===== config.mk =====
export PLATFORM = sky130hd
export DESIGN_NAME = sesr_status
export DESIGN_NICKNAME = d
export VERILOG_FILES = /design/src/sesr_pkg.sv /design/src/sesr_sync3.sv /design/src/sesr_status.sv
export SDC_FILE = /design/constraint.sdc
export NUM_CORES = 1
export LEC_CHECK = 0
export BUFFER_PORTS_ARGS = -buffer_cell sky130_fd_sc_hd__buf_2
export CAP_MARGIN = 20
export CELL_PAD_IN_SITES_DETAIL_PLACEMENT = 1
export CELL_PAD_IN_SITES_GLOBAL_PLACEMENT = 2
export CORE_MARGIN = 5
export CORE_UTILIZATION = 29
export DETAILED_ROUTE_END_ITERATION = 7
export GPL_TIMING_DRIVEN = 0
export PLACE_DENSITY_LB_ADDON = 0.1
export SYNTH_ARGS = -nofsm -noshare
export SYNTH_HDL_FRONTEND = slang
export SYNTH_SLANG_ARGS = --single-unit

===== constraint.sdc =====
create_clock -name clk -period 3 [get_ports clk]
set_input_delay 0.6 -clock clk [delete_from_list [all_inputs] [get_ports clk]]
set_output_delay 0.6 -clock clk [all_outputs]
set_load 0.05 [all_outputs]

===== src/sesr_pkg.sv =====
// Constants, types and reset state of the standard event status reporting block
package sesr_pkg;
    // Header characters
    localparam logic [7:0] CH_STAR = 8'h2A;
    localparam logic [7:0] CH_QMARK = 8'h3F;
    localparam logic [7:0] CH_NONE = 8'h00;

    // Accepted common headers: ten mandatory, five optional
    localparam int NUM_HDR = 15;
    localparam logic [23:0] HDR_NAMES [NUM_HDR] = '{
        24'h434C53, 24'h455345, 24'h455352, 24'h49444E, 24'h4F5043,
        24'h525354, 24'h535245, 24'h535442, 24'h545354, 24'h574149,
        24'h505343, 24'h52434C, 24'h534156, 24'h545247, 24'h4F5054};
    localparam logic [3:0] IDX_CLEAR = 4'h0;
    localparam logic [3:0] IDX_ENABLE = 4'h1;
    localparam logic [3:0] IDX_EVREAD = 4'h2;
    localparam logic [3:0] IDX_OPDONE = 4'h4;
    localparam logic [3:0] IDX_SBYTE = 4'h7;
    localparam logic [3:0] IDX_PSCLR = 4'hA;

    // Standard event bit positions
    localparam int B_PON = 7;
    localparam int B_CME = 5;
    localparam int B_EXE = 4;
    localparam int B_DDE = 3;
    localparam int B_QYE = 2;
    localparam int B_OPC = 0;
    localparam logic [7:0] EVT_USED = 8'hBD;

    // Status byte bit positions
    localparam int SB_ERRQ = 2;
    localparam int SB_QUES = 3;
    localparam int SB_MAV = 4;
    localparam int SB_ESB = 5;
    localparam int SB_OPER = 7;

    // Reset values and start-up wait
    localparam logic [7:0] EVT_RESET = 8'h80;
    localparam logic [7:0] EN_RESET = 8'h00;
    localparam logic [7:0] BYTE_ZERO = 8'h00;
    localparam logic [1:0] BOOT_CYCLES = 2'h3;

    typedef enum logic [1:0] {
        SESR_BOOT = 2'b01,
        SESR_RUN = 2'b10
    } sesr_phase_t;

    typedef struct packed {
        sesr_phase_t phase;
        logic [1:0] boot_cnt;
        logic [7:0] evt;
        logic [7:0] en;
        logic psc;
        logic opc_armed;
        logic [7:0] stb;
        logic resp_valid;
        logic [7:0] resp_data;
        logic clr_ext;
        logic clr_outq;
        logic nv_wr;
        logic [7:0] nv_en;
        logic nv_psc;
        logic pass_valid;
        logic [3:0] pass_idx;
        logic pass_query;
    } sesr_state_t;

    localparam sesr_state_t ST_RESET = '{
        phase: SESR_BOOT, boot_cnt: 2'h0, evt: EVT_RESET, en: EN_RESET, psc: 1'b1,
        opc_armed: 1'b0, stb: 8'h00, resp_valid: 1'b0, resp_data: 8'h00,
        clr_ext: 1'b0, clr_outq: 1'b0, nv_wr: 1'b0, nv_en: 8'h00, nv_psc: 1'b0,
        pass_valid: 1'b0, pass_idx: 4'h0, pass_query: 1'b0};
endpackage : sesr_pkg


===== src/sesr_sync3.sv =====
// Three-stage synchroniser for levels arriving from outside the clock domain
`timescale 1ns/10ps
`default_nettype none
module sesr_sync3 #(
    parameter int W = 9
) (
    // Clock and reset
    input wire logic clk,
    input wire logic sys_rst,
    // Levels
    input wire logic [W-1:0] async_in,
    output logic [W-1:0] sync_out
);
    typedef struct packed {
        logic [W-1:0] s1;
        logic [W-1:0] s2;
        logic [W-1:0] s3;
        logic [W-1:0] o;
    } sesr_sync_t;

    sesr_sync_t st_q;
    sesr_sync_t st_d;

    // A bit moves only once stages two and three agree; stage one feeds stage two only
    // The agreed level is offered in the same cycle, so the boot load sees it in time
    always_comb begin
        st_d = st_q;
        st_d.s1 = async_in;
        st_d.s2 = st_q.s1;
        st_d.s3 = st_q.s2;
        st_d.o = (~(st_q.s2 ^ st_q.s3) & st_q.s3) | ((st_q.s2 ^ st_q.s3) & st_q.o);
    end

    always_ff @(posedge clk) begin
        if (sys_rst) begin
            st_q <= '0;
        end else begin
            st_q <= st_d;
        end
    end

    assign sync_out = st_d.o;
endmodule : sesr_sync3
`default_nettype wire


===== src/sesr_status.sv =====
// Standard event status reporting: common command decode, event and enable registers
`timescale 1ns/10ps
`default_nettype none
module sesr_status (
    // Clock and reset
    input wire logic clk,
    input wire logic sys_rst,
    // Common command from the parser
    input wire logic cmd_valid,
    input wire logic [39:0] cmd_hdr,
    input wire logic cmd_first,
    input wire logic [7:0] cmd_param,
    // Event sources on this clock
    input wire logic ev_dev_err,
    input wire logic ev_exe_err,
    input wire logic ev_qry_err,
    input wire logic pend_busy,
    input wire logic mav_in,
    input wire logic errq_nonempty,
    input wire logic oper_sum,
    input wire logic ques_sum,
    // Nonvolatile storage contents, outside the clock domain
    input wire logic nv_psc_in,
    input wire logic [7:0] nv_en_in,
    // Query answers
    output logic resp_valid,
    output logic [7:0] resp_data,
    // Clear pulses to neighbours
    output logic clr_ext,
    output logic clr_outq,
    // Nonvolatile write request
    output logic nv_wr,
    output logic [7:0] nv_en_data,
    output logic nv_psc_data,
    // Commands handled elsewhere
    output logic pass_valid,
    output logic [3:0] pass_idx,
    output logic pass_query,
    // Register views
    output logic [7:0] status_byte,
    output logic [7:0] event_reg,
    output logic [7:0] enable_reg
);
    sesr_pkg::sesr_state_t st_q;
    sesr_pkg::sesr_state_t st_d;
    logic [8:0] nv_sync;
    logic [sesr_pkg::NUM_HDR-1:0] hdr_hit;
    logic hdr_ok;
    logic is_query;
    logic [3:0] hit_idx;
    logic any_hit;

    // Stored settings cross in through three stages
    sesr_sync3 #(
        .W(9)
    ) u_nv_sync (
        .clk(clk),
        .sys_rst(sys_rst),
        .async_in({nv_psc_in, nv_en_in}),
        .sync_out(nv_sync)
    );

    // One comparator per accepted header
    for (genvar i = 0; i < sesr_pkg::NUM_HDR; i++) begin : g_hdr
        assign hdr_hit[i] = (cmd_hdr[31:8] == sesr_pkg::HDR_NAMES[i]);
    end

    // Syntax: leading asterisk, optional trailing question mark
    assign is_query = (cmd_hdr[7:0] == sesr_pkg::CH_QMARK);
    assign hdr_ok = (cmd_hdr[39:32] == sesr_pkg::CH_STAR)
        && (is_query || (cmd_hdr[7:0] == sesr_pkg::CH_NONE));

    // Header index, lowest match wins
    always_comb begin
        hit_idx = 4'h0;
        any_hit = 1'b0;
        for (int k = sesr_pkg::NUM_HDR - 1; k >= 0; k--) begin
            if (hdr_hit[k]) begin
                hit_idx = 4'(k);
                any_hit = 1'b1;
            end
        end
    end

    // Next state of the whole block
    always_comb begin
        logic [7:0] ev_set;
        logic do_cmd;
        logic bad_hdr;
        ev_set = sesr_pkg::BYTE_ZERO;
        do_cmd = cmd_valid && (st_q.phase == sesr_pkg::SESR_RUN);
        bad_hdr = do_cmd && !(hdr_ok && any_hit);
        st_d = st_q;
        st_d.resp_valid = 1'b0;
        st_d.clr_ext = 1'b0;
        st_d.clr_outq = 1'b0;
        st_d.nv_wr = 1'b0;
        st_d.pass_valid = 1'b0;
        case (st_q.phase)
            sesr_pkg::SESR_BOOT: begin
                // Wait until the stored settings have crossed over
                st_d.boot_cnt = 2'(st_q.boot_cnt + 2'h1);
                if (st_q.boot_cnt == sesr_pkg::BOOT_CYCLES) begin
                    st_d.phase = sesr_pkg::SESR_RUN;
                    st_d.psc = nv_sync[8];
                    st_d.en = nv_sync[8] ? sesr_pkg::EN_RESET : nv_sync[7:0];
                end
            end
            sesr_pkg::SESR_RUN: begin
                if (do_cmd && !bad_hdr) begin
                    if (hit_idx == sesr_pkg::IDX_CLEAR && !is_query) begin
                        st_d.evt = sesr_pkg::BYTE_ZERO;
                        st_d.clr_ext = 1'b1;
                        st_d.clr_outq = cmd_first;
                        st_d.opc_armed = 1'b0;
                    end else if (hit_idx == sesr_pkg::IDX_ENABLE && !is_query) begin
                        st_d.en = cmd_param;
                        st_d.nv_wr = !st_q.psc;
                        st_d.nv_en = cmd_param;
                        st_d.nv_psc = st_q.psc;
                    end else if (hit_idx == sesr_pkg::IDX_ENABLE) begin
                        st_d.resp_valid = 1'b1;
                        st_d.resp_data = st_q.en;
                    end else if (hit_idx == sesr_pkg::IDX_EVREAD && is_query) begin
                        st_d.resp_valid = 1'b1;
                        st_d.resp_data = st_q.evt;
                        st_d.evt = sesr_pkg::BYTE_ZERO;
                    end else if (hit_idx == sesr_pkg::IDX_SBYTE && is_query) begin
                        st_d.resp_valid = 1'b1;
                        st_d.resp_data = st_q.stb;
                    end else if (hit_idx == sesr_pkg::IDX_PSCLR && !is_query) begin
                        // Any nonzero parameter means clear at power-on
                        st_d.psc = |cmd_param;
                        st_d.nv_wr = 1'b1;
                        st_d.nv_en = st_q.en;
                        st_d.nv_psc = |cmd_param;
                    end else if (hit_idx == sesr_pkg::IDX_PSCLR) begin
                        st_d.resp_valid = 1'b1;
                        st_d.resp_data = {7'h00, st_q.psc};
                    end else if (hit_idx == sesr_pkg::IDX_OPDONE && !is_query) begin
                        st_d.opc_armed = 1'b1;
                    end else begin
                        st_d.pass_valid = 1'b1;
                        st_d.pass_idx = hit_idx;
                        st_d.pass_query = is_query;
                    end
                end
            end
            default: begin
                st_d.phase = sesr_pkg::SESR_BOOT;
            end
        endcase
        // Events from this and other blocks, masked to the legal positions
        ev_set[sesr_pkg::B_CME] = bad_hdr;
        ev_set[sesr_pkg::B_EXE] = ev_exe_err;
        ev_set[sesr_pkg::B_DDE] = ev_dev_err;
        ev_set[sesr_pkg::B_QYE] = ev_qry_err;
        ev_set[sesr_pkg::B_OPC] = st_q.opc_armed && !pend_busy;
        if (ev_set[sesr_pkg::B_OPC]) begin
            st_d.opc_armed = 1'b0;
        end
        // Setting wins over a clear in the same cycle
        st_d.evt = (st_d.evt | ev_set) & sesr_pkg::EVT_USED;
        // Status byte follows its sources; cleared sources make it read zero
        st_d.stb = sesr_pkg::BYTE_ZERO;
        st_d.stb[sesr_pkg::SB_ERRQ] = errq_nonempty && !st_d.clr_ext;
        st_d.stb[sesr_pkg::SB_QUES] = ques_sum && !st_d.clr_ext;
        st_d.stb[sesr_pkg::SB_MAV] = mav_in && !st_d.clr_outq;
        st_d.stb[sesr_pkg::SB_ESB] = |(st_d.evt & st_d.en);
        st_d.stb[sesr_pkg::SB_OPER] = oper_sum && !st_d.clr_ext;
    end

    // Single register stage for all state
    always_ff @(posedge clk) begin
        if (sys_rst) begin
            st_q <= sesr_pkg::ST_RESET;
        end else begin
            st_q <= st_d;
        end
    end

    // Outputs straight from the state register
    assign resp_valid = st_q.resp_valid;
    assign resp_data = st_q.resp_data;
    assign clr_ext = st_q.clr_ext;
    assign clr_outq = st_q.clr_outq;
    assign nv_wr = st_q.nv_wr;
    assign nv_en_data = st_q.nv_en;
    assign nv_psc_data = st_q.nv_psc;
    assign pass_valid = st_q.pass_valid;
    assign pass_idx = st_q.pass_idx;
    assign pass_query = st_q.pass_query;
    assign status_byte = st_q.stb;
    assign event_reg = st_q.evt;
    assign enable_reg = st_q.en;

    logic run_q;
    assign run_q = (st_q.phase == sesr_pkg::SESR_RUN);
endmodule : sesr_status
`default_nettype wire


Word level (Yosys, flattened, before mapping). Cells that the tools add are included.

Register bits after elaboration: 93. Input bits: 69. Output and inout port bits: 51.

$add $sub $neg: 1. Eq/ne operators: 43. Muxes and demuxes: 70. Bitwise logic cells: 17. Reductions and logical operators: 42.

Operators with widths (number): equality test 24 x 23 -> 1 bit, second input constant (15); two-way mux 16 bit (4); two-way mux 9 bit (7); two-way mux 4 bit (15); two-way mux 8 bit (7); two-way mux 18 bit (3); != test 2 bit, second input constant (14); two-way mux 6 bit (4); two-way mux 1 bit (20); two-way mux 10 bit (2); AND 9 bit (2); one-hot mux 9 bit (2 select lines) (1); AND reduction 9 bit (2); equality test 8 x 6 -> 1 bit, second input constant (2); logical AND 1 bit (16); OR reduction 8 bit (2); two-way mux 2 bit (6); inverter 1 bit (10); AND reduction 10 bit (1); OR reduction 10 bit (1); inverter 9 bit (1); bitwise OR 9 bit (1); XOR 9 bit (1); AND 8 bit (1); 23 further kinds (35).

Depth between registers and ports, before layout. Gate-level depths: netlist (run 1).

Word-level depth: 31. Mapped depth: 13.

Modules after synthesis. Synthesis (run 1) repeated with hierarchy kept, for this count alone.

Cells, all modules: 619. Area, all modules: 5331.4 um^2.

Modules (own cells, without submodules): sesr_status (times used 1, cells each 526, area an instance 4107.7 um^2); sesr_sync3 (times used 1, cells each 93, area an instance 1223.7 um^2).

Worst setup path after synthesis (run 1). No wires, ideal clock.

Path kind: input-to-reg. From: input port cmd_hdr[31]. To: register st_q (netlist bit pass_query). Setup time: 0.116 ns. Arrival time: 3.072 ns. Required time: 2.884 ns. Slack: -0.187 ns. Stages: 11. Path buffers: 1. Path through: nand4bb_1 -> or3_1 -> buf_6 -> nor4_4 -> nor4_2 -> nand2_2 -> nor3_1 -> a311o_2 -> nor4b_4 -> mux2i_1 -> nor2_1.

Word-level cells in the longest chain between the ends: 22. Elaborated cells between the ends (all ways): 71. Classes of those cells: 20 x eq/ne; 30 x mux; 8 x bitwise; 13 x reduce/logical.

RTL lines: from (decl) (RTL line sesr_status.sv:10) `input wire logic [39:0] cmd_hdr,`; equality test 24 x 23 -> 1 bit (RTL line sesr_status.sv:65) `assign hdr_hit[i] = (cmd_hdr[31:8] == sesr_pkg::HDR_NAMES[i]);`; two-way mux 1 bit (15 in a row) (RTL line sesr_status.sv:78) `if (hdr_hit[k]) begin`; logical AND 1 bit (RTL line sesr_status.sv:92) `bad_hdr = do_cmd && !(hdr_ok && any_hit);`; logical NOT 1 bit (RTL line sesr_status.sv:92); logical AND 1 bit (RTL line sesr_status.sv:92); logical NOT 1 bit (RTL line sesr_status.sv:110) `if (do_cmd && !bad_hdr) begin`; logical AND 1 bit (RTL line sesr_status.sv:110); AND reduction 10 bit (no source line) (*); to (signal assigned) (RTL line sesr_status.sv:176) `st_q <= sesr_pkg::ST_RESET;`; to (signal assigned) (RTL line sesr_status.sv:178) `st_q <= st_d;`; to (decl) (RTL line sesr_status.sv:44) `sesr_pkg::sesr_state_t st_q;`.

Every way passes the cells marked *; elsewhere a longest branch is shown, timed or not. A chain may end at the register's enable or synchronous reset.

Worst setup path after layout (run 1).
From: input port cmd_hdr[31]. To: register st_q (netlist bit status_byte[5]).

Word-level cells in the longest chain between the ends: 27. Elaborated cells between the ends (all ways): 68. Classes of those cells: 17 x eq/ne; 39 x mux; 2 x bitwise; 10 x reduce/logical.

RTL lines: equality test 24 x 23 -> 1 bit (RTL line sesr_status.sv:65); two-way mux 4 bit (15 in a row) (RTL line sesr_status.sv:78); equality test 4 x 2 -> 1 bit (RTL line sesr_status.sv:124) `end else if (hit_idx == sesr_pkg::IDX_EVREAD && is_query) begin`; logical AND 1 bit (RTL line sesr_status.sv:124); two-way mux 8 bit (RTL line sesr_status.sv:124); two-way mux 8 bit (RTL line sesr_status.sv:121) `end else if (hit_idx == sesr_pkg::IDX_ENABLE) begin`; two-way mux 8 bit (RTL line sesr_status.sv:116) `end else if (hit_idx == sesr_pkg::IDX_ENABLE && !is_query) begin`; two-way mux 8 bit (RTL line sesr_status.sv:111) `if (hit_idx == sesr_pkg::IDX_CLEAR && !is_query) begin`; two-way mux 18 bit (RTL line sesr_status.sv:110); two-way mux 8 bit (RTL line sesr_status.sv:99) `case (st_q.phase)`; bitwise OR 8 x 6 -> 8 bit (RTL line sesr_status.sv:163) `st_d.evt = (st_d.evt | ev_set) & sesr_pkg::EVT_USED;`; AND 8 bit (*) (RTL line sesr_status.sv:169) `st_d.stb[sesr_pkg::SB_ESB] = |(st_d.evt & st_d.en);`; OR reduction 8 bit (*) (RTL line sesr_status.sv:169).

Every way passes the cells marked *; elsewhere a longest branch is shown, timed or not. The select of a mux whose other input is x is not followed.

==> results of run 1 <==
-- path summary, 6_finish.rpt --
path,from,to
setup / recovery,cmd_hdr[31],status_byte[5]
hold / removal,u_nv_sync.st_d[18],u_nv_sync.st_d[9]
setup reg to reg,st_q[56],status_byte[5]
hold reg to reg,u_nv_sync.st_d[18],u_nv_sync.st_d[9]
-- cells by family (layout without fill, tap and decap cells) --
family | after synthesis | count (layout) | synth area share
AO/OA/AOI/OAI | 80 | 80 | 0.123
flip-flops | 88 | 88 | 0.329
buffers and inverters | 78 | 266 | 0.103
XOR/XNOR | 2 | 2 | 0.00327
multiplexers | 13 | 13 | 0.0243
adder cells (fa/ha/maj) | 12 | 12 | 0.0238
AND/OR/NAND/NOR | 329 | 329 | 0.393
other | 1 | 5 | 0.000700
-- metrics by stage --
| step | total power, mW | util | TNS [ps] | hold WS [ps] | std cells |
|---|---|---|---|---|---|
| 2_1_floorplan | 1.55 | - | -247 | 414 | 607 |
| 3_3_place_gp | 1.70 | 0.349 | -33530 | 417 | 947 |
| 3_5_place_dp | 1.72 | 0.349 | -32600 | 427 | 948 |
| 4_1_cts | 2.89 | 0.404 | -981 | 436 | 1002 |
| 5_1_grt | 2.99 | 0.429 | -4670 | 460 | 1024 |
| 6_report | 2.88 | 0.429 | -885 | 439 | 1024 |
-- layout by cell type (no fill, tap or decap), types with 13 or more instances in the layout --
| master | Yosys | layout |
|---|---|---|
| buf_2 | 6 | 106 |
| buf_4 | 47 | 97 |
| buf_6 | 6 | 20 |
| dfxtp_1 | 88 | 88 |
| mux2i_1 | 13 | 13 |
| nand2_1 | 35 | 31 |
| nand3_1 | 25 | 16 |
| nor2_1 | 61 | 52 |
| nor2b_1 | 54 | 52 |
| nor3_1 | 30 | 22 |
| nor4_4 | 6 | 20 |
-- what timing repair did --
| action | CTS | global route |
|---|---|---|
| setup buffers | 37 | 22 |
| pin swaps | 40 | 30 |
| resized for setup | 73 | 61 |
| cloned | 1 | 0 |
| setup endpoints to repair | 41 | 36 |
-- routing by layer --
layer  vias to the layer above  GRT usage
li1                       2555          -
met1                      2550      0.255
met2                       128      0.288
met3                        11     0.0315
met4                         0     0.0313
met5                         -          0
-- power breakdown --
part / internal, mW / switching (mW)
logic: 0.195 / 0.303
clock network: 0.590 / 0.545
registers: 1.21 / 0.0358
-- area by class of cell --
class | instances | share of cell area
multi-input combinational | 441 | 0.476
timing repair buffer | 172 | 0.146
clock buffer | 9 | 0.0290
clock inverter | 7 | 0.00952
tap | 229 | 0.0369
buffer | 71 | 0.0719
inverter | 7 | 0.00339
sequential | 88 | 0.227
==> results.ini, run 1 <==
[placed_design]
hpwl_mm=15.1
gp_congestion=0.856
dp_slack_ps=-1080
placed_cell_area_um2=6310
port_buffers=111

[drt]
met2_length_mm=9.21
dr.first_iter.drc_count=213
dr.pass1.iters=4
wl_met3_mm=1.01
drc=0
wl_per_cell_um=19.3
antenna_left=0
wl_mm=19.8
routed_via_density=5.12
routed.top_layer=met4
num_vias=5244
wl_met1_mm=9.45

[synthesis]
avgSynthCellArea_um2=8.88
netlist_top_cells_area=dfxtp_1 33%, buf_4 6.6%, nor2b_1 6.3%
synth_top_area_frac=0.329
synth_cell_type_count=83
syn_inst=603
synthTopCellsByCount=88 x dfxtp_1, 61 x nor2_1, 54 x nor2b_1
ys.flop_type=dfxtp_1
synth_warnings=0
synth_edf_count=0
ys_ff_latch=88
netlist_area_um2=5360
ys_seq_area_frac=0.329
synthMostInstantiatedCell=dfxtp_1
async_reset_ff_frac=0
yosysTopAreaCell=dfxtp_1

[worst_setup_path]
crit_fanout=6
path_class=in -> reg
critPathTopFamily=compound AO/OA/AOI/OAI gates
r2r_cells=11
max_stage_delay_ps=380
cp_slowest_cell=nor4_4
crit_path_start_kind=input port
reg2reg_slack_ps=420
crit_buf_inv=3
cp.arrival_ps=3380
path_cells=buf_8 -> nand4bb_4 -> or3_1 -> buf_6 -> nor4_4 -> a2111oi_4 -> a41oi_2 -> buf_4 -> a21o_1 -> o2111ai_4 -> a221o_1 -> a221oi_2 -> a31oi_2
cp.required_ps=3210
cp.depth=13
end_kind=flip-flop

[global_route]
grt_start_max_net_pins=19
antenna_found_initial=0
grt_pass1_vias=5581
grt_pass1_wl_mm=31.1
gr-usage-all-layers=0.179
grt_overflow=0

[timing]
tightest_slew_ps=792
slew_violations=0
post-route-min-period_ps=3170
finalSetupViolCount=18
worst_clock_skew_ps=7.41
setup_slack_ps=-171
hold_viol_final=0
maxSlewHeadroom=0.467
grt_setup_unrepaired=true
fmax_mhz=315
fin_crit_sh=1.06

[floorplan]
start_util=0.296
ioPinCount=120
die_h_um=146
fp-row-count=49
die_w_um=146
coreArea_um2=18100
dieArea_um2=21300

[clock_network]
cts_buffers=9
clock_sinks=88
h-tree-depth=3
cts-root-buf=clkbuf_16
path_clk_slew_ps=70
cts.path.max_buffers=2
cts_tree=done
cts-hold-fix-buffers=0
worstSkewPairLatency_ps=340

[final_layout]
drive_gt1_frac=0.474
regArea_um2=1760
area_growth_pct=44.8
nNetsFinal=862
diodes=0
nFillCells=2119
multi_input_area_um2=3690
stdcell_area_um2=7760

[power_and_ir_drop]
ir_drop_mv=0.265
p_leak_nw=3.38
power_density_nw_per_um2=371

[outcome]
status=complete, but fails checks
violations=negative setup slack

[hold_path]
whs_path_depth=1
hp-class=reg -> reg

[run]
drv_cap=0

Note: power is estimated with default switching activity, not from simulation.
==> run 2: changes to the inputs <==
Settings changed: MAX_ROUTING_LAYER set to met4.
==> run 2 against run 1 <==
The flow still finishes with violations (negative setup slack). Utilization shrank 0.56 points. Routed wire length shrank 0.65%. First-iteration DRC count grew 8.5%. Global-route usage grew 0.54 points. Critical path depth grew 1. Clock skew shrank 0.57 ps. Power shrank 0.57%. Sequential power is essentially flat. Hold slack is essentially flat. Die area is the same. Critical path type unchanged.
==> results.ini, run 2 (synthesis results as in run 1) <==
[clock_network]
cts.path.max_buffers=2  ; unchanged
cts-root-buf=clkbuf_16  ; unchanged
h-tree-depth=3  ; unchanged
cts_buffers=9  ; unchanged
cts_tree=done  ; unchanged
clock_sinks=88  ; unchanged
cts-hold-fix-buffers=0  ; unchanged
worstSkewPairLatency_ps=340  ; about the same
path_clk_slew_ps=70  ; about the same

[global_route]
grt_pass1_wl_mm=31.1  ; about the same
antenna_found_initial=0  ; unchanged
grt_start_max_net_pins=19  ; unchanged
grt_overflow=0  ; unchanged
grt_pass1_vias=5527  ; was 5581
gr-usage-all-layers=0.185  ; was 0.179

[run]
drv_cap=0  ; unchanged

[floorplan]
dieArea_um2=21300  ; unchanged
die_w_um=146  ; unchanged
start_util=0.296  ; unchanged
ioPinCount=120  ; unchanged
coreArea_um2=18100  ; unchanged
fp-row-count=49  ; unchanged
die_h_um=146  ; unchanged

[drt]
num_vias=5266  ; was 5244
dr.pass1.iters=5  ; was 4
wl_mm=19.6  ; was 19.8 mm
wl_per_cell_um=19.2  ; was 19.3 µm
dr.first_iter.drc_count=231  ; was 213
antenna_left=0  ; unchanged
drc=0  ; unchanged
routed_via_density=5.16  ; was 5.12

[worst_setup_path]
r2r-end=status_byte[5]  ; unchanged
path_cells=buf_8 -> nor4b_4 -> buf_4 -> nand4_1 -> buf_6 -> nor4_4 -> a311oi_4 -> a41oi_4 -> buf_6 -> a21o_1 -> o2111ai_4 -> a221o_1 -> a221oi_2 -> a31oi_2  ; was buf_8 -> nand4bb_4 -> or3_1 -> buf_6 -> nor4_4 -> a2111oi_4 -> a41oi_2 -> buf_4 -> a21o_1 -> o2111ai_4 -> a221o_1 -> a221oi_2 -> a31oi_2
cp_slowest_cell=a221o_1  ; was nor4_4
max_stage_delay_ps=380  ; about the same
critPathMostFrequentCell=buf_6
cp.arrival_ps=3410  ; was 3380 ps
end_kind=flip-flop  ; unchanged
cp.required_ps=3210  ; about the same
path_class=in -> reg  ; unchanged
crit_path_start_kind=input port  ; unchanged
r2r_cells=11  ; unchanged
crit_fanout=4  ; was 6
rr_startpoint=st_q[56]  ; unchanged
reg2reg_slack_ps=430  ; was 420 ps

[final_layout]
nNetsFinal=859  ; was 862
final_common_cell=buf_2  ; unchanged
fin_util=0.423  ; was 0.429
nFillCells=2088  ; was 2119
layout_common_cells=105 x buf_2, 98 x buf_4, 88 x dfxtp_1, 57 x nor2_1, 53 x nor2b_1  ; was 106 x buf_2, 97 x buf_4, 88 x dfxtp_1, 52 x nor2_1, 52 x nor2b_1
diodes=0  ; unchanged
area_growth_pct=42.9  ; was 44.8%
stdcell_area_um2=7650  ; was 7760 µm²
drive_gt1_frac=0.455  ; was 0.474

[timing]
grt_setup_unrepaired=true  ; unchanged
hold_viol_final=0  ; unchanged
finalSetupViolCount=9  ; was 18
fmax_mhz=312  ; was 315 MHz
setup_slack_ps=-207  ; was -171 ps
maxSlewHeadroom=0.543  ; was 0.467
fin_crit_sh=1.07  ; was 1.06
slew_violations=0  ; unchanged
post-route-min-period_ps=3210  ; was 3170 ps
tightest_slew_ps=686  ; was 792 ps
worst_clock_skew_ps=6.84  ; was 7.41 ps

[power_and_ir_drop]
p_leak_nw=3.31  ; was 3.38 nW
power.total_mw=2.86  ; was 2.88 mW
ir_drop_mv=0.268  ; was 0.265 mV
p_sw_uw=867  ; was 884 µW
netSwitchingFraction=0.303  ; was 0.307
seqPwrFrac=0.435  ; was 0.433
pwr-share-clk=0.391  ; was 0.394
combinationalPowerShare=0.175  ; was 0.173
internal_power_mw=2.00  ; about the same
power_density_nw_per_um2=374  ; was 371 nW/µm²

[hold_path]
hp-start=u_nv_sync.st_d[18]  ; unchanged
hp-class=reg -> reg  ; unchanged
min_to=u_nv_sync.st_d[9]  ; unchanged
whs_path_depth=1  ; unchanged

[placed_design]
port_buffers=111  ; unchanged
hpwl_mm=15.0  ; was 15.1 mm
gp_congestion=0.869  ; was 0.856
placed_cell_area_um2=6310  ; unchanged

[outcome]
violations=negative setup slack  ; unchanged
status=complete, but fails checks  ; unchanged

run 2: worst max-delay path, delay by kind of cell:
family          cells  cell delay [ps]
compound gates      7             1490
buf+inv             4              590
simple gates        3              740
run 2: how the worst max path moves through the flow:
stage                     slack, ps  cells after the start              to   startpoint
final                          -210                     14  status_byte[5]  cmd_hdr[31]
after CTS                      -210                     12  status_byte[5]  cmd_hdr[26]
after floorplan                 -40                     10  status_byte[5]  cmd_hdr[31]
after detailed placement      -1120                     11  status_byte[5]  cmd_hdr[29]
after global placement        -1110                     11  status_byte[5]  cmd_hdr[29]
after global routing           -280                     14  status_byte[5]  cmd_hdr[31]
run 2: cell type report:
class	instances	area, µm²	area share
inverter	7	26.3	0.00343
timing repair buffer	169	1080	0.141
tap	229	287	0.0374
clock inverter	7	73.8	0.00964
sequential	88	1760	0.230
multi-input combinational	441	3640	0.475
clock buffer	9	225	0.0294
buffer	71	568	0.0742
run 2: per-stage QoR:
step                      setup slack, ps  instances  hold WS [ps]  TNS, ps
after global routing                 -280       1021           459    -2960
after CTS                            -209       1006           442     -933
after detailed placement            -1120        948           425   -33210
after global placement              -1110        947           417   -33370
after floorplan                     -43.0        607           414     -247
final                                -207       1021           439     -758
run 2: power groups by stage:
stage,logic (mW),clock network [mW],registers [mW]
floorplan,0.295,0,1.26
global placement,0.429,0,1.27
detailed placement,0.444,0,1.27
CTS,0.484,1.15,1.25
global route,0.546,1.21,1.25
finish,0.500,1.12,1.25
run 2: repair_timing:
item                       in CTS  in global routing
gates resized for setup        80                 39
setup buffers                  42                 14
setup endpoints to repair      42                 39
cloned                          1                  1
pin swaps                      44                 24
run 2: layer usage:
layer  part of all wire  global-route usage  wire length (µm)  vias to the layer above
met5                  0                   -                 0                        -
met4             0.0043              0.0204                85                        0
met3              0.050              0.0305               981                       10
met2               0.46               0.294              9130                      130
met1               0.48               0.256              9440                     2586
li1                   -                   -                 -                     2540
==> run 3: changes to the inputs <==
Settings changed: CORE_ASPECT_RATIO set to 1.1, CORE_UTILIZATION 29 to 33, RECOVER_POWER set to 50.
Clock period 3 ns to 3.1 ns, I/O delays scaled along.
==> run 3 against run 2 <==
The flow still finishes with violations (negative setup slack). Critical path depth is 1 lower. Clock-buffer cell count stayed put. Largest power group unchanged. Utilization is 5.9 points higher. Clock power hardly changed. Global-route usage is 2.6 points higher. Register-to-register slack better by 130 ps. Sequential power is 4% lower. Power is 1.5% lower.
==> results.ini, run 3 (synthesis results as in run 1) <==
[outcome]
status=complete, but fails checks  ; unchanged
violations=negative setup slack  ; unchanged

[worst_setup_path]
cp.arrival_ps=3390  ; was 3410 ps
critPathMostFrequentCell=buf_4  ; was buf_6
max_stage_delay_ps=390  ; was 380 ps
crit_buf_inv=3  ; was 4
crit_path_start_kind=input port  ; unchanged
cp.required_ps=3330  ; was 3210 ps
end_kind=flip-flop  ; unchanged
path_class=in -> reg  ; unchanged
path_cells=buf_4 -> nand4bb_4 -> or3_4 -> buf_8 -> buf_4 -> nor4_4 -> a311oi_2 -> a41oi_2 -> a21o_1 -> o2111ai_4 -> a221o_1 -> a221oi_2 -> a31oi_2  ; was buf_8 -> nor4b_4 -> buf_4 -> nand4_1 -> buf_6 -> nor4_4 -> a311oi_4 -> a41oi_4 -> buf_6 -> a21o_1 -> o2111ai_4 -> a221o_1 -> a221oi_2 -> a31oi_2
cp_slowest_cell=a221o_1  ; unchanged
crit_fanout=8  ; was 4
critPathTopFamily=compound AO/OA/AOI/OAI gates  ; unchanged

[floorplan]
die_w_um=131  ; was 146 µm
die_h_um=144  ; was 146 µm
coreArea_um2=15800  ; was 18100 µm²
ioPinCount=120  ; unchanged
fp-row-count=48  ; was 49
dieArea_um2=18900  ; was 21300 µm²
start_util=0.339  ; was 0.296

[drt]
antenna_left=0  ; unchanged
wl_mm=19.9  ; was 19.6 mm
drc=0  ; unchanged
dr.pass1.iters=5  ; unchanged
wl_per_cell_um=20.0  ; was 19.2 µm
num_vias=5391  ; was 5266
dr.first_iter.drc_count=239  ; was 231
routed_via_density=5.41  ; was 5.16

[timing]
maxSlewHeadroom=0.374  ; was 0.543
grt_setup_unrepaired=true  ; unchanged
finalSetupViolCount=6  ; was 9
hold_viol_final=0  ; unchanged
tightest_slew_ps=930  ; was 686 ps
post-route-min-period_ps=3160
setup_slack_ps=-61.1  ; was -207 ps
slew_violations=0  ; unchanged
fin_crit_sh=1.02
fmax_mhz=316
worst_clock_skew_ps=8.22  ; was 6.84 ps

[final_layout]
layoutNonFillerInstCount=996  ; was 1021
area_growth_pct=42.3  ; was 42.9%
layout_common_cells=99 x buf_4, 95 x buf_2, 88 x dfxtp_1, 54 x nor2_1, 52 x nor2b_1  ; was 105 x buf_2, 98 x buf_4, 88 x dfxtp_1, 57 x nor2_1, 53 x nor2b_1
nFillCells=1832  ; was 2088
final_common_cell=buf_4  ; was buf_2
stdcell_area_um2=7620  ; was 7650 µm²
nNetsFinal=863  ; was 859
diodes=0  ; unchanged
drive_gt1_frac=0.443  ; was 0.455

[clock_network]
cts_tree=done  ; unchanged
cts_buffers=9  ; unchanged
worstSkewPairLatency_ps=350  ; was 340 ps
path_clk_slew_ps=70  ; about the same
h-tree-depth=3  ; unchanged
cts-root-buf=clkbuf_16  ; unchanged
cts.path.max_buffers=2  ; unchanged
clock_sinks=88  ; unchanged

[power_and_ir_drop]
p_leak_nw=3.27  ; was 3.31 nW
ir_drop_mv=0.557  ; was 0.268 mV
power_density_nw_per_um2=370  ; was 374 nW/µm²

[global_route]
gr-usage-all-layers=0.211  ; was 0.185
grt_pass1_vias=5716  ; was 5527
grt_overflow=0  ; unchanged
grt_pass1_wl_mm=30.8  ; was 31.1 mm
grt_start_max_net_pins=17  ; was 19
antenna_found_initial=0  ; unchanged

[placed_design]
gp_congestion=0.879  ; was 0.869
hpwl_mm=14.8  ; was 15.0 mm
port_buffers=111  ; unchanged
placed_cell_area_um2=6220  ; was 6310 µm²
placed_cells=918  ; was 948

[run]
drv_cap=0  ; unchanged

[hold_path]
hp-class=reg -> reg  ; unchanged

run 3: changes by cell type in the layout (fill, tap and decap cells not counted), moves of 3 or more:
cell      previous run  this run
buf_12               1         4
clkbuf_1             8        24
nor2_1              57        54
buf_6               20        14
nor2_2               3         6
buf_2              105        95
run 3: per-layer routing:
| layer | track usage | part of all wire |
|---|---|---|
| met1 | 0.245 | 0.43 |
| met2 | 0.376 | 0.52 |
| met3 | 0.0322 | 0.034 |
| met4 | 0.0698 | 0.020 |
| met5 | - | 0 |
run 3: final cells by class:
| class | instances | area [µm²] | share of cell area |
|---|---|---|---|
| multi-input combinational | 441 | 3640 | 0.477 |
| sequential | 88 | 1760 | 0.231 |
| timing repair buffer | 173 | 1100 | 0.144 |
| buffer | 71 | 537 | 0.0704 |
| tap | 200 | 250 | 0.0328 |
| clock buffer | 9 | 225 | 0.0295 |
| clock inverter | 7 | 83.8 | 0.0110 |
| inverter | 7 | 26.3 | 0.00345 |
run 3: worst paths after layout:
kind,start,endpoint,slack [ps],cells past startpoint
min reg2reg,u_nv_sync.st_d[19],u_nv_sync.st_d[10],440,1
max,cmd_hdr[31],status_byte[5],-60,13
max reg2reg,st_q[56],status_byte[5],560,11
min,u_nv_sync.st_d[19],u_nv_sync.st_d[10],440,1
run 3: what timing repair did:
item | 4_1_cts | 5_1_grt
cloned | 0 | 1
pin swaps | 34 | 28
setup buffers | 36 | 26
gates resized for setup | 55 | 56
hold buffers | 0 | 0
endpoints found under the setup margin | 40 | 30
run 3: stage by stage:
| step | TNS (ps) | setup WS [ps] | utilization | hold WS [ps] | power [mW] |
|---|---|---|---|---|---|
| floorplan | -16.8 | -5.87 | - | 414 | 1.50 |
| global placement | -30190 | -1010 | 0.394 | 418 | 1.64 |
| detailed placement | -30210 | -1010 | 0.394 | 429 | 1.65 |
| CTS | -87.8 | -87.8 | 0.454 | 430 | 2.83 |
| global route | -2010 | -230 | 0.483 | 457 | 2.94 |
| finish | -233 | -61.1 | 0.483 | 444 | 2.82 |
run 3: power breakdown:
| group | leakage, nW | internal, mW | switching, mW |
|---|---|---|---|
| combinational | 2.41 | 0.187 | 0.294 |
| sequential | 0.716 | 1.17 | 0.0317 |
| clock | 0.144 | 0.633 | 0.502 |
run 3: worst reg2reg max path: cells and delay by family, from the launching register on:
| kind | cells | cell delay [ps] |
|---|---|---|
| DFF | 1 | 320 |
| AOI/OAI and AO/OA | 4 | 710 |
| adders and majority gates | 1 | 150 |
| buffers and inverters | 2 | 410 |
| and+or+nand+nor | 4 | 870 |
